<file path="src/shared/cap_bank_pkg.sv">
// constants for the capability configuration bank
package cap_bank_pkg;
	localparam logic [11:0] msg_interrupt_config_addr       = 12'h0e8;
	localparam logic [11:0] ext_msg_interrupt_config_addr   = 12'h0f0;
	localparam logic [11:0] ext_vector_table_location_addr  = 12'h0f4;
	localparam logic [11:0] pending_bit_array_location_addr = 12'h0f8;
	localparam logic [11:0] vendor_specific_config_addr     = 12'h110;
	localparam logic [11:0] separate_refclk_skip_config_addr = 12'h120;
	localparam logic [11:0] serial_number_config_addr       = 12'h130;
	localparam logic [11:0] serial_number_value_addr        = 12'h134;
	localparam logic [11:0] power_budgeting_config_addr     = 12'h150;
	localparam logic [11:0] dynamic_power_config_addr       = 12'h158;
	localparam logic [11:0] dynamic_power_latency_select_addr = 12'h15c;
	localparam logic [11:0] dynamic_power_share_array_addr  = 12'h160;
	localparam logic [11:0] latency_tolerance_config_addr   = 12'h180;
	localparam logic [11:0] link_sleep_substate_config_addr = 12'h188;
	// writable-bit masks
	localparam logic [31:0] msg_interrupt_mask   = 32'h0000_0073;
	localparam logic [31:0] ext_msg_mask         = 32'h07ff_0001;
	localparam logic [31:0] location_mask        = 32'hffff_ffff;
	localparam logic [31:0] vendor_mask          = 32'hffff_0001;
	localparam logic [31:0] skip_mask            = 32'h0000_ff01;
	localparam logic [31:0] enable_only_mask     = 32'h0000_0001;
	localparam logic [31:0] budget_mask          = 32'h0000_0003;
	localparam logic [31:0] dynamic_mask         = 32'hffff_33f9;
	localparam logic [31:0] link_sleep_mask      = 32'hffff_fbf9;
	// reset values
	localparam logic [31:0] msg_interrupt_reset  = 32'h0000_0052;
	localparam logic [31:0] ext_msg_reset        = 32'h001f_0000;
	localparam logic [31:0] table_location_reset = 32'h0000_6000;
	localparam logic [31:0] pending_location_reset = 32'h0000_7000;
	localparam logic [31:0] vendor_reset         = 32'h0001_0001;
	localparam logic [31:0] link_sleep_reset     = 32'h0000_00f8;
	// field positions
	localparam int vector_count_lsb = 4;
	localparam int vec_mask_bit     = 1;
	localparam int hide_bit         = 0;
	localparam int enable_bit       = 0;
	localparam int table_size_lsb   = 16;
	localparam int offset_lsb       = 3;
	localparam int vendor_id_lsb    = 16;
	localparam int skip_gen_lsb     = 12;
	localparam int skip_rx_lsb      = 8;
	localparam int sys_alloc_bit    = 1;
	localparam int latency_one_lsb  = 24;
	localparam int latency_zero_lsb = 16;
	localparam int alloc_scale_lsb  = 12;
	localparam int latency_unit_lsb = 8;
	localparam int substate_max_lsb = 3;
	localparam int default_settle_lsb = 24;
	localparam int own_settle_lsb   = 16;
	localparam int power_on_value_lsb = 11;
	localparam int power_on_scale_lsb = 8;
	localparam int pm_first_bit     = 7;
	localparam int pm_second_bit    = 6;
	localparam int active_first_bit = 5;
	localparam int active_second_bit = 4;
	localparam int low_power_adv_bit = 3;
	localparam int share_words      = 8;
	localparam logic [7:0] bar_base_addr = 8'h10;
	localparam logic [2:0] last_bar_code = 3'h5;
	// latency unit in ms, scales in hundredths, power-on scale in us
	localparam logic [6:0] unit_1_ms = 7'h01;
	localparam logic [6:0] unit_10_ms = 7'h0a;
	localparam logic [6:0] unit_100_ms = 7'h64;
	localparam logic [10:0] scale_10x = 11'h3e8;
	localparam logic [10:0] scale_1x = 11'h064;
	localparam logic [10:0] scale_tenth = 11'h00a;
	localparam logic [10:0] scale_hundredth = 11'h001;
	localparam logic [6:0] on_2_us = 7'h02;
	localparam logic [6:0] on_10_us = 7'h0a;
	localparam logic [6:0] on_100_us = 7'h64;
endpackage : cap_bank_pkg

</file>
<file path="src/pcie_capability_config_bank.sv">
// apb register bank for advertised pcie capabilities
`timescale 1ns/1ps
`default_nettype none
module pcie_capability_config_bank
	import cap_bank_pkg::*;
(
	input  wire logic        pclk,
	input  wire logic        presetn,
	input  wire logic        psel,
	input  wire logic        penable,
	input  wire logic        pwrite,
	input  wire logic [11:0] paddr,
	input  wire logic [31:0] pwdata,
	input  wire logic [3:0]  pstrb,
	output var  logic [31:0] prdata,
	output var  logic        pready,
	output var  logic        pslverr,
	output var  logic        msi_present,
	output var  logic [5:0]  msi_vector_count,
	output var  logic        msi_vector_mask_adv,
	output var  logic        msix_present,
	output var  logic [11:0] msix_vector_count,
	output var  logic [31:0] msix_table_byte_offset,
	output var  logic [7:0]  msix_table_bar_addr,
	output var  logic        msix_table_bar_valid,
	output var  logic [31:0] msix_pending_byte_offset,
	output var  logic [7:0]  msix_pending_bar_addr,
	output var  logic        msix_pending_bar_valid,
	output var  logic        vendor_present,
	output var  logic [15:0] vendor_cap_id,
	output var  logic        skip_present,
	output var  logic [3:0]  skip_gen_speeds,
	output var  logic [3:0]  skip_rx_speeds,
	output var  logic        serial_present,
	output var  logic [63:0] serial_number,
	output var  logic        budget_present,
	output var  logic        budget_system_allocated,
	output var  logic        dynamic_present,
	output var  logic [5:0]  substate_count,
	output var  logic [6:0]  latency_unit_ms,
	output var  logic        latency_unit_reserved,
	output var  logic [10:0] alloc_scale_hundredths,
	output var  logic [31:0] latency_select,
	output var  logic [7:0]  latency_value_zero,
	output var  logic [7:0]  latency_value_one,
	output var  logic [255:0] share_array,
	output var  logic        tolerance_present,
	output var  logic        substates_present,
	output var  logic [11:0] power_on_time_us,
	output var  logic        power_on_scale_reserved,
	output var  logic [7:0]  default_common_mode_settle_us,
	output var  logic [7:0]  own_common_mode_settle_us,
	output var  logic [4:0]  substate_adv
);
	import cap_bank_pkg::*;

	logic [31:0] msg_interrupt_reg;
	logic [31:0] ext_msg_reg;
	logic [31:0] table_location_reg;
	logic [31:0] pending_location_reg;
	logic [31:0] vendor_reg;
	logic [31:0] skip_reg;
	logic [31:0] serial_config_reg;
	logic [31:0] serial_low_reg;
	logic [31:0] serial_high_reg;
	logic [31:0] budget_reg;
	logic [31:0] dynamic_reg;
	logic [31:0] latency_select_reg;
	logic [31:0] share_reg [share_words];
	logic [31:0] tolerance_reg;
	logic [31:0] link_sleep_reg;
	logic [31:0] strobe_mask;
	logic        wr_en;
	logic        mapped;
	logic [31:0] next_rdata;

	assign wr_en = psel && penable && pwrite && pready;

	always_comb begin
		strobe_mask = {{8{pstrb[3]}}, {8{pstrb[2]}}, {8{pstrb[1]}}, {8{pstrb[0]}}};
	end

	function automatic logic [31:0] merge(input logic [31:0] old, input logic [31:0] wmask);
		merge = (old & ~(wmask & strobe_mask)) | (pwdata & wmask & strobe_mask);
	endfunction : merge

	// one-wait-state slave: pready high in the second access cycle
	always_ff @(posedge pclk or negedge presetn) begin
		if (!presetn) begin
			pready <= 1'b0;
		end else begin
			pready <= psel && penable && !pready;
		end
	end

	always_ff @(posedge pclk or negedge presetn) begin
		if (!presetn) begin
			msg_interrupt_reg <= msg_interrupt_reset;
			ext_msg_reg <= ext_msg_reset;
			table_location_reg <= table_location_reset;
			pending_location_reg <= pending_location_reset;
			vendor_reg <= vendor_reset;
			skip_reg <= 32'h0000_0000;
			serial_config_reg <= 32'h0000_0000;
			serial_low_reg <= 32'h0000_0000;
			serial_high_reg <= 32'h0000_0000;
			budget_reg <= 32'h0000_0000;
			dynamic_reg <= 32'h0000_0000;
			latency_select_reg <= 32'h0000_0000;
			tolerance_reg <= 32'h0000_0000;
			link_sleep_reg <= link_sleep_reset;
		end else if (wr_en) begin
			case (paddr)
				msg_interrupt_config_addr: msg_interrupt_reg <= merge(msg_interrupt_reg, msg_interrupt_mask);
				ext_msg_interrupt_config_addr: ext_msg_reg <= merge(ext_msg_reg, ext_msg_mask);
				ext_vector_table_location_addr: table_location_reg <= merge(table_location_reg, location_mask);
				pending_bit_array_location_addr: pending_location_reg <= merge(pending_location_reg, location_mask);
				vendor_specific_config_addr: vendor_reg <= merge(vendor_reg, vendor_mask);
				separate_refclk_skip_config_addr: skip_reg <= merge(skip_reg, skip_mask);
				serial_number_config_addr: serial_config_reg <= merge(serial_config_reg, enable_only_mask);
				serial_number_value_addr: serial_low_reg <= merge(serial_low_reg, location_mask);
				serial_number_value_addr + 12'h004: serial_high_reg <= merge(serial_high_reg, location_mask);
				power_budgeting_config_addr: budget_reg <= merge(budget_reg, budget_mask);
				dynamic_power_config_addr: dynamic_reg <= merge(dynamic_reg, dynamic_mask);
				dynamic_power_latency_select_addr: latency_select_reg <= merge(latency_select_reg, location_mask);
				latency_tolerance_config_addr: tolerance_reg <= merge(tolerance_reg, enable_only_mask);
				link_sleep_substate_config_addr: link_sleep_reg <= merge(link_sleep_reg, link_sleep_mask);
				default: begin
				end
			endcase
		end
	end

	// allocation array, one word per group of four substates
	generate
		for (genvar w = 0; w < share_words; w++) begin : g_share
			always_ff @(posedge pclk or negedge presetn) begin
				if (!presetn) begin
					share_reg[w] <= 32'h0000_0000;
				end else if (wr_en && paddr == dynamic_power_share_array_addr + 12'(4 * w)) begin
					share_reg[w] <= merge(share_reg[w], location_mask);
				end
			end
			always_ff @(posedge pclk or negedge presetn) begin
				if (!presetn) begin
					share_array[w*32 +: 32] <= 32'h0000_0000;
				end else begin
					share_array[w*32 +: 32] <= share_reg[w];
				end
			end
		end
	endgenerate

	always_comb begin
		mapped = 1'b1;
		next_rdata = 32'h0000_0000;
		case (paddr)
			msg_interrupt_config_addr: next_rdata = msg_interrupt_reg;
			ext_msg_interrupt_config_addr: next_rdata = ext_msg_reg;
			ext_vector_table_location_addr: next_rdata = table_location_reg;
			pending_bit_array_location_addr: next_rdata = pending_location_reg;
			vendor_specific_config_addr: next_rdata = vendor_reg;
			separate_refclk_skip_config_addr: next_rdata = skip_reg;
			serial_number_config_addr: next_rdata = serial_config_reg;
			serial_number_value_addr: next_rdata = serial_low_reg;
			serial_number_value_addr + 12'h004: next_rdata = serial_high_reg;
			power_budgeting_config_addr: next_rdata = budget_reg;
			dynamic_power_config_addr: next_rdata = dynamic_reg;
			dynamic_power_latency_select_addr: next_rdata = latency_select_reg;
			latency_tolerance_config_addr: next_rdata = tolerance_reg;
			link_sleep_substate_config_addr: next_rdata = link_sleep_reg;
			default: begin
				if (paddr[11:5] == dynamic_power_share_array_addr[11:5] && paddr[1:0] == 2'b00) begin
					next_rdata = share_reg[paddr[4:2]];
				end else begin
					mapped = 1'b0;
				end
			end
		endcase
		if (paddr[1:0] != 2'b00) begin
			mapped = 1'b0;
			next_rdata = 32'h0000_0000;
		end
	end

	always_ff @(posedge pclk or negedge presetn) begin
		if (!presetn) begin
			prdata <= 32'h0000_0000;
			pslverr <= 1'b0;
		end else begin
			prdata <= (psel && penable && !pwrite && !pready) ? next_rdata : 32'h0000_0000;
			pslverr <= psel && penable && !pready && !mapped;
		end
	end

	// decoded advertisement outputs
	always_ff @(posedge pclk or negedge presetn) begin
		if (!presetn) begin
			msi_present <= 1'b0;
			msi_vector_count <= 6'h00;
			msi_vector_mask_adv <= 1'b0;
			msix_present <= 1'b0;
			msix_vector_count <= 12'h000;
			msix_table_byte_offset <= 32'h0000_0000;
			msix_table_bar_addr <= 8'h00;
			msix_table_bar_valid <= 1'b0;
			msix_pending_byte_offset <= 32'h0000_0000;
			msix_pending_bar_addr <= 8'h00;
			msix_pending_bar_valid <= 1'b0;
		end else begin
			msi_present <= !msg_interrupt_reg[hide_bit];
			msi_vector_count <= (msg_interrupt_reg[vector_count_lsb +: 3] <= 3'h5)
				? 6'(6'h01 << msg_interrupt_reg[vector_count_lsb +: 3]) : 6'h00;
			msi_vector_mask_adv <= msg_interrupt_reg[vec_mask_bit];
			msix_present <= !ext_msg_reg[hide_bit];
			msix_vector_count <= {1'b0, ext_msg_reg[table_size_lsb +: 11]} + 12'h001;
			msix_table_byte_offset <= {table_location_reg[31:offset_lsb], 3'b000};
			msix_table_bar_valid <= table_location_reg[2:0] <= last_bar_code;
			msix_table_bar_addr <= (table_location_reg[2:0] <= last_bar_code)
				? bar_base_addr + {3'h0, table_location_reg[2:0], 2'b00} : 8'h00;
			msix_pending_byte_offset <= {pending_location_reg[31:offset_lsb], 3'b000};
			msix_pending_bar_valid <= pending_location_reg[2:0] <= last_bar_code;
			msix_pending_bar_addr <= (pending_location_reg[2:0] <= last_bar_code)
				? bar_base_addr + {3'h0, pending_location_reg[2:0], 2'b00} : 8'h00;
		end
	end

	always_ff @(posedge pclk or negedge presetn) begin
		if (!presetn) begin
			vendor_present <= 1'b0;
			vendor_cap_id <= 16'h0000;
			skip_present <= 1'b0;
			skip_gen_speeds <= 4'h0;
			skip_rx_speeds <= 4'h0;
			serial_present <= 1'b0;
			serial_number <= 64'h0;
			budget_present <= 1'b0;
			budget_system_allocated <= 1'b0;
		end else begin
			vendor_present <= vendor_reg[enable_bit];
			vendor_cap_id <= vendor_reg[vendor_id_lsb +: 16];
			skip_present <= skip_reg[enable_bit];
			skip_gen_speeds <= skip_reg[skip_gen_lsb +: 4];
			skip_rx_speeds <= skip_reg[skip_rx_lsb +: 4];
			serial_present <= serial_config_reg[enable_bit];
			serial_number <= {serial_high_reg, serial_low_reg};
			budget_present <= budget_reg[enable_bit];
			budget_system_allocated <= budget_reg[sys_alloc_bit];
		end
	end

	always_ff @(posedge pclk or negedge presetn) begin
		if (!presetn) begin
			dynamic_present <= 1'b0;
			substate_count <= 6'h00;
			latency_unit_ms <= 7'h00;
			latency_unit_reserved <= 1'b0;
			alloc_scale_hundredths <= 11'h000;
			latency_select <= 32'h0000_0000;
			latency_value_zero <= 8'h00;
			latency_value_one <= 8'h00;
		end else begin
			dynamic_present <= dynamic_reg[enable_bit];
			substate_count <= {1'b0, dynamic_reg[substate_max_lsb +: 5]} + 6'h01;
			case (dynamic_reg[latency_unit_lsb +: 2])
				2'h0: latency_unit_ms <= unit_1_ms;
				2'h1: latency_unit_ms <= unit_10_ms;
				2'h2: latency_unit_ms <= unit_100_ms;
				default: latency_unit_ms <= 7'h00;
			endcase
			latency_unit_reserved <= dynamic_reg[latency_unit_lsb +: 2] == 2'h3;
			case (dynamic_reg[alloc_scale_lsb +: 2])
				2'h0: alloc_scale_hundredths <= scale_10x;
				2'h1: alloc_scale_hundredths <= scale_1x;
				2'h2: alloc_scale_hundredths <= scale_tenth;
				default: alloc_scale_hundredths <= scale_hundredth;
			endcase
			latency_select <= latency_select_reg;
			latency_value_zero <= dynamic_reg[latency_zero_lsb +: 8];
			latency_value_one <= dynamic_reg[latency_one_lsb +: 8];
		end
	end

	always_ff @(posedge pclk or negedge presetn) begin
		if (!presetn) begin
			tolerance_present <= 1'b0;
			substates_present <= 1'b0;
			power_on_time_us <= 12'h000;
			power_on_scale_reserved <= 1'b0;
			default_common_mode_settle_us <= 8'h00;
			own_common_mode_settle_us <= 8'h00;
			substate_adv <= 5'h00;
		end else begin
			tolerance_present <= tolerance_reg[enable_bit];
			substates_present <= link_sleep_reg[enable_bit];
			case (link_sleep_reg[power_on_scale_lsb +: 2])
				2'h0: power_on_time_us <= 12'(link_sleep_reg[power_on_value_lsb +: 5]) * 12'(on_2_us);
				2'h1: power_on_time_us <= 12'(link_sleep_reg[power_on_value_lsb +: 5]) * 12'(on_10_us);
				2'h2: power_on_time_us <= 12'(link_sleep_reg[power_on_value_lsb +: 5]) * 12'(on_100_us);
				default: power_on_time_us <= 12'h000;
			endcase
			power_on_scale_reserved <= link_sleep_reg[power_on_scale_lsb +: 2] == 2'h3;
			default_common_mode_settle_us <= link_sleep_reg[default_settle_lsb +: 8];
			own_common_mode_settle_us <= link_sleep_reg[own_settle_lsb +: 8];
			substate_adv <= link_sleep_reg[low_power_adv_bit +: 5];
		end
	end

	// checks with a presetn antecedent start a cycle out of reset; a_bar_addr, a_msi_reserved check at once, a_write_ready one cycle after its antecedent
	a_msi_hide: assert property (@(posedge pclk) disable iff (!presetn)
		presetn |=> msi_present == !$past(msg_interrupt_reg[hide_bit]))
		else $error("msi presence wrong");
	a_msi_count: assert property (@(posedge pclk) disable iff (!presetn)
		presetn && msg_interrupt_reg[6:4] == 3'h5 |=> msi_vector_count == 6'h20)
		else $error("msi count wrong");
	a_msix_count: assert property (@(posedge pclk) disable iff (!presetn)
		presetn |=> msix_vector_count == {1'b0, $past(ext_msg_reg[26:16])} + 12'h001)
		else $error("msix count wrong");
	a_table_offset: assert property (@(posedge pclk) disable iff (!presetn)
		presetn |=> msix_table_byte_offset[2:0] == 3'b000
			&& msix_table_byte_offset[31:3] == $past(table_location_reg[31:3]))
		else $error("table offset wrong");
	a_bar_addr: assert property (@(posedge pclk) disable iff (!presetn)
		msix_table_bar_valid |-> msix_table_bar_addr >= 8'h10 && msix_table_bar_addr <= 8'h24)
		else $error("bar address out of range");
	a_write_ready: assert property (@(posedge pclk) disable iff (!presetn)
		(psel && penable && !pready) |=> pready)
		else $error("slave did not answer");
	a_msi_reserved: assert property (@(posedge pclk) disable iff (!presetn)
		msg_interrupt_reg[31:7] == 25'h0 && msg_interrupt_reg[3:2] == 2'b00)
		else $error("reserved bit set");
	a_substate_count: assert property (@(posedge pclk) disable iff (!presetn)
		presetn |=> substate_count == {1'b0, $past(dynamic_reg[7:3])} + 6'h01)
		else $error("substate count wrong");
	a_serial_show: assert property (@(posedge pclk) disable iff (!presetn)
		presetn |=> serial_present == $past(serial_config_reg[0]))
		else $error("serial presence wrong");
	c_write_hit: cover property (@(posedge pclk) disable iff (!presetn) wr_en && mapped);
	c_read_hit: cover property (@(posedge pclk) disable iff (!presetn) pready && !pwrite && !pslverr);
	c_unmapped: cover property (@(posedge pclk) disable iff (!presetn) pready && pslverr);
	c_msi_hidden: cover property (@(posedge pclk) disable iff (!presetn) !msi_present ##1 msi_present);
endmodule : pcie_capability_config_bank
`default_nettype wire

</file>
<file path="config.mk">
export PLATFORM = sky130hd
export DESIGN_NAME = pcie_capability_config_bank
export DESIGN_NICKNAME = d
export VERILOG_FILES = /design/src/shared/cap_bank_pkg.sv /design/src/pcie_capability_config_bank.sv
export SDC_FILE = /design/constraint.sdc
export NUM_CORES = 1
export LEC_CHECK = 0
export BUFFER_PORTS_ARGS = -buffer_cell sky130_fd_sc_hd__buf_2
export CAP_MARGIN = 5
export CORE_MARGIN = 10
export CORE_UTILIZATION = 30
export CTS_CLUSTER_SIZE = 20
export DETAILED_ROUTE_END_ITERATION = 12
export MAX_ROUTING_LAYER = met4
export SETUP_SLACK_MARGIN = 0.05
export SLEW_MARGIN = 15
export SYNTH_ARGS = -nofsm -noshare
export SYNTH_HDL_FRONTEND = slang
export SYNTH_SLANG_ARGS = --single-unit
</file>
<file path="constraint.sdc">
create_clock -name pclk -period 2.8 [get_ports pclk]
set_input_delay 0.14 -clock pclk [delete_from_list [all_inputs] [get_ports pclk]]
set_output_delay 0.14 -clock pclk [all_outputs]
set_load 0.05 [all_outputs]
</file>
==> impl_metrics.sql <==
INSERT INTO impl_metrics (metric_group, metric, value, unit) VALUES
('timing', 'timing.final.hold_violations', '0', ''),
('pwr', 'power.net_switching', '7310', 'uW'),
('setup_path', 'r2r_start', 'pready$_DFF_PN0_', ''),
('setup_path', 'crit_chain', 'dlygate4sd3_1 > buf_2 > nand2b_1 > or2_4 > nor3_4 > nand3_1 > dlygate4sd3_1 > mux2_2 > dlygate4sd3_1', ''),
('route', 'ant_nets', '0', ''),
('hold_path', 'min-delay-path-class', 'input port to async pin', ''),
('pwr', 'power.leakage', '0.0263', 'uW'),
('setup_path', 'arrival_time_at_the_worst_endpoint', '3290', 'ps'),
('layout', 'layout-area-overhead-vs-synth', '27.4', '%'),
('setup_path', 'timing.critical_path.mode_cell', 'dlygate4sd3_1', ''),
('setup_path', 'path_buf_inv', '4', ''),
('setup_path', 'slowest_stage', 'dlygate4sd3_1', ''),
('floorplanning', 'die_h', '383', 'um'),
('floorplanning', 'pin_count', '649', ''),
('clock_tree', 'path_clk_slew', '60', 'ps'),
('floorplanning', 'floorplan.initialDensity', '30.2', '%'),
('yosys', 'synth_sequential_area_ratio', '69.0', '%'),
('route', 'drc_errors', '0', ''),
('yosys', 'netlist_area', '39600', 'um2'),
('yosys', 'synthArstFlopShare', '100', '%'),
('timing', 'report.final.setup_viol', '0', ''),
('clock_tree', 'worstSkewPairLatency', '750', 'ps'),
('timing', 'hold_slack', '9.19', 'ps'),
('yosys', 'synth-main-ff-cell', 'dfrtp_1', ''),
('place', 'place.gp.congestion', '0.873', ''),
('pwr', 'power.share.sequential', '47.8', '%'),
('clock_tree', 'clockRootBuffer', 'clkbuf_16', ''),
('clock_tree', 'clkSinkCount', '1090', ''),
('timing', 'grt_setup_unrepaired', 'no', ''),
('pwr', 'cellPowerDensity', '653', 'nW/um2'),
('timing', 'worst_clock_skew', '32.8', 'ps'),
('pwr', 'p_clk_share', '49.0', '%'),
('route', 'first_pass_iters', '6', ''),
('timing', 'setup-tns-final', '0', 'ps'),
('timing', 'period_minus_slack', '2660', 'ps'),
('setup_path', 'worst_reg_to_reg_path_cell_count', '8', ''),
('layout', 'finalNetCount', '3386', ''),
('global_route', 'grt_start_max_net_pins', '84', ''),
('route', 'wl_per_cell', '29.1', 'um'),
('clock_tree', 'clock_path_buffers', '3', ''),
('layout', 'nFillCells', '12500', ''),
('place', 'placed_cells_incl_taps', '4908', ''),
('yosys', 'netlist-cell-type-count', '74', ''),
('timing', 'final-max-slew-violation-count', '0', ''),
('yosys', 'synthesis.area_per_instance', '16.0', 'um2'),
('clock_tree', 'cts_post_setup_buffers_inserted', '0', ''),
('pwr', 'internal_power', '25600', 'uW'),
('floorplanning', 'floorplan.die.width', '383', 'um'),
('yosys', 'count_leader_synth', 'dfrtp_1', ''),
('yosys', 'synthesis.instances', '2471', ''),
('global_route', 'overflow', '0', ''),
('timing', 'period_share', '94.9', '%'),
('status', 'status', 'completed', ''),
('setup_path', 'kind_of_end_point_of_the_critical_path', 'flop', ''),
('clock_tree', 'tritoncts.num_buffers', '113', ''),
('pwr', 'switching_share', '22.2', '%'),
('setup_path', 'critical-path-top-delay-family', 'buffers and inverters', ''),
('setup_path', 'critPathLaunch', 'paddr[6]', ''),
('yosys', 'yosys.area.top_type_share', '67.6', '%'),
('route', 'postRouteWirelength', '151000', 'um'),
('yosys', 'synth_seq_cells', '1090', ''),
('pwr', 'ir_worst_vdd', '0.480', 'mV'),
('yosys', 'yosys-top-cells-area', 'dfrtp_1, mux2_2, mux4_2', ''),
('setup_path', 'cp_data_required_time', '3430', 'ps'),
('global_route', 'grt_pass1_wl', '210000', 'um'),
('place', 'count_of_input_and_output_buffers', '630', ''),
('floorplanning', 'die-area', '147000', 'um2'),
('timing', 'max_freq', '376', 'MHz'),
('global_route', 'first_global_vias', '26400', ''),
('yosys', 'edff_count_synth', '0', ''),
('layout', 'final_layout_size_suffix_gt1_share', '48.3', '%');
[final timing paths]
check                                             end
hold reg to reg                msix_present$_DFF_PN0_
setup reg to reg                                 flop
setup / recovery                                 flop
hold / removal             share_array[172]$_DFF_PN0_
min in group pclk                                flop
max in group asynchronous  share_array[131]$_DFF_PN0_
[timing repair]
item / in CTS / in global routing
endpoints found under the setup margin: 0 / 1
gates resized for setup: 0 / 2
hold endpoints to repair: 540 / 0
hold buffers: 39 / 0
[stage by stage]
step | total power, uW | instance area [um2] | setup slack, ps
2_1_floorplan | 16400 | 39700 | 458
6_report | 32900 | 50400 | 142
5_1_grt | 34000 | 50400 | 98.6
4_1_cts | 33300 | 50400 | 150
3_5_place_dp | 17100 | 46000 | 216
3_3_place_gp | 17100 | 46000 | 200
[worst register-to-register path, stage by stage, from the launching register on]
cell and delay (ps):
dfrtp_1 410, and4_1 210, buf_4 210, nand2_2 220, nor4_2 570, buf_4 240, nand2_1 90, buf_12 170
mux2_1 310
[cell families after synthesis]
logic type	share of synthesized area (%)
other	0.00947
flip-flops	69.0
multiplexers	19.0
adder cells (fa/ha/maj)	0.860
XOR/XNOR	0.420
buffers and inverters	1.65
AND/OR/NAND/NOR	5.25
AO/OA/AOI/OAI	3.87
[routing by layer]
metal | track usage (%) | share of wire, %
met5 | - | 0
met2 | 32.3 | 47
met3 | 5.89 | 7.9
met4 | 6.27 | 3.0
met1 | 26.1 | 42
[power groups by stage]
stage,clock network (uW),registers (uW),logic (uW)
after detailed placement,0,16000,1010
after global routing,17100,15700,1130
after global placement,0,16000,1010
final,16100,15800,1040
after CTS,16500,15800,1060
after floorplan,0,16100,313
[cells in the final DEF (no fill, tap or decap), types with 28 or more instances in the layout]
| master | instances |
|---|---|
| o21ai_0 | 39 |
| buf_4 | 137 |
| buf_2 | 626 |
| mux4_2 | 64 |
| a22oi_1 | 46 |
| a21oi_1 | 28 |
| dlygate4sd3_1 | 39 |
| nand2_1 | 168 |
| dfrtp_1 | 1070 |
| nor2_1 | 43 |
| clkbuf_16 | 115 |
| mux2_2 | 495 |
[cell type report]
type | instances | area [um2] | area share, %
diodes | 15 | 37.5 | 0.0744
clock buffers | 148 | 3170 | 6.29
clock inverters | 59 | 846 | 1.68
inverters | 14 | 52.6 | 0.104
multi-input cells | 1259 | 11800 | 23.3
flip-flops and latches | 1090 | 27300 | 54.1
well taps | 1755 | 2200 | 4.35
repair buffers | 829 | 5080 | 10.1
(Power assumes the default switching activity.)
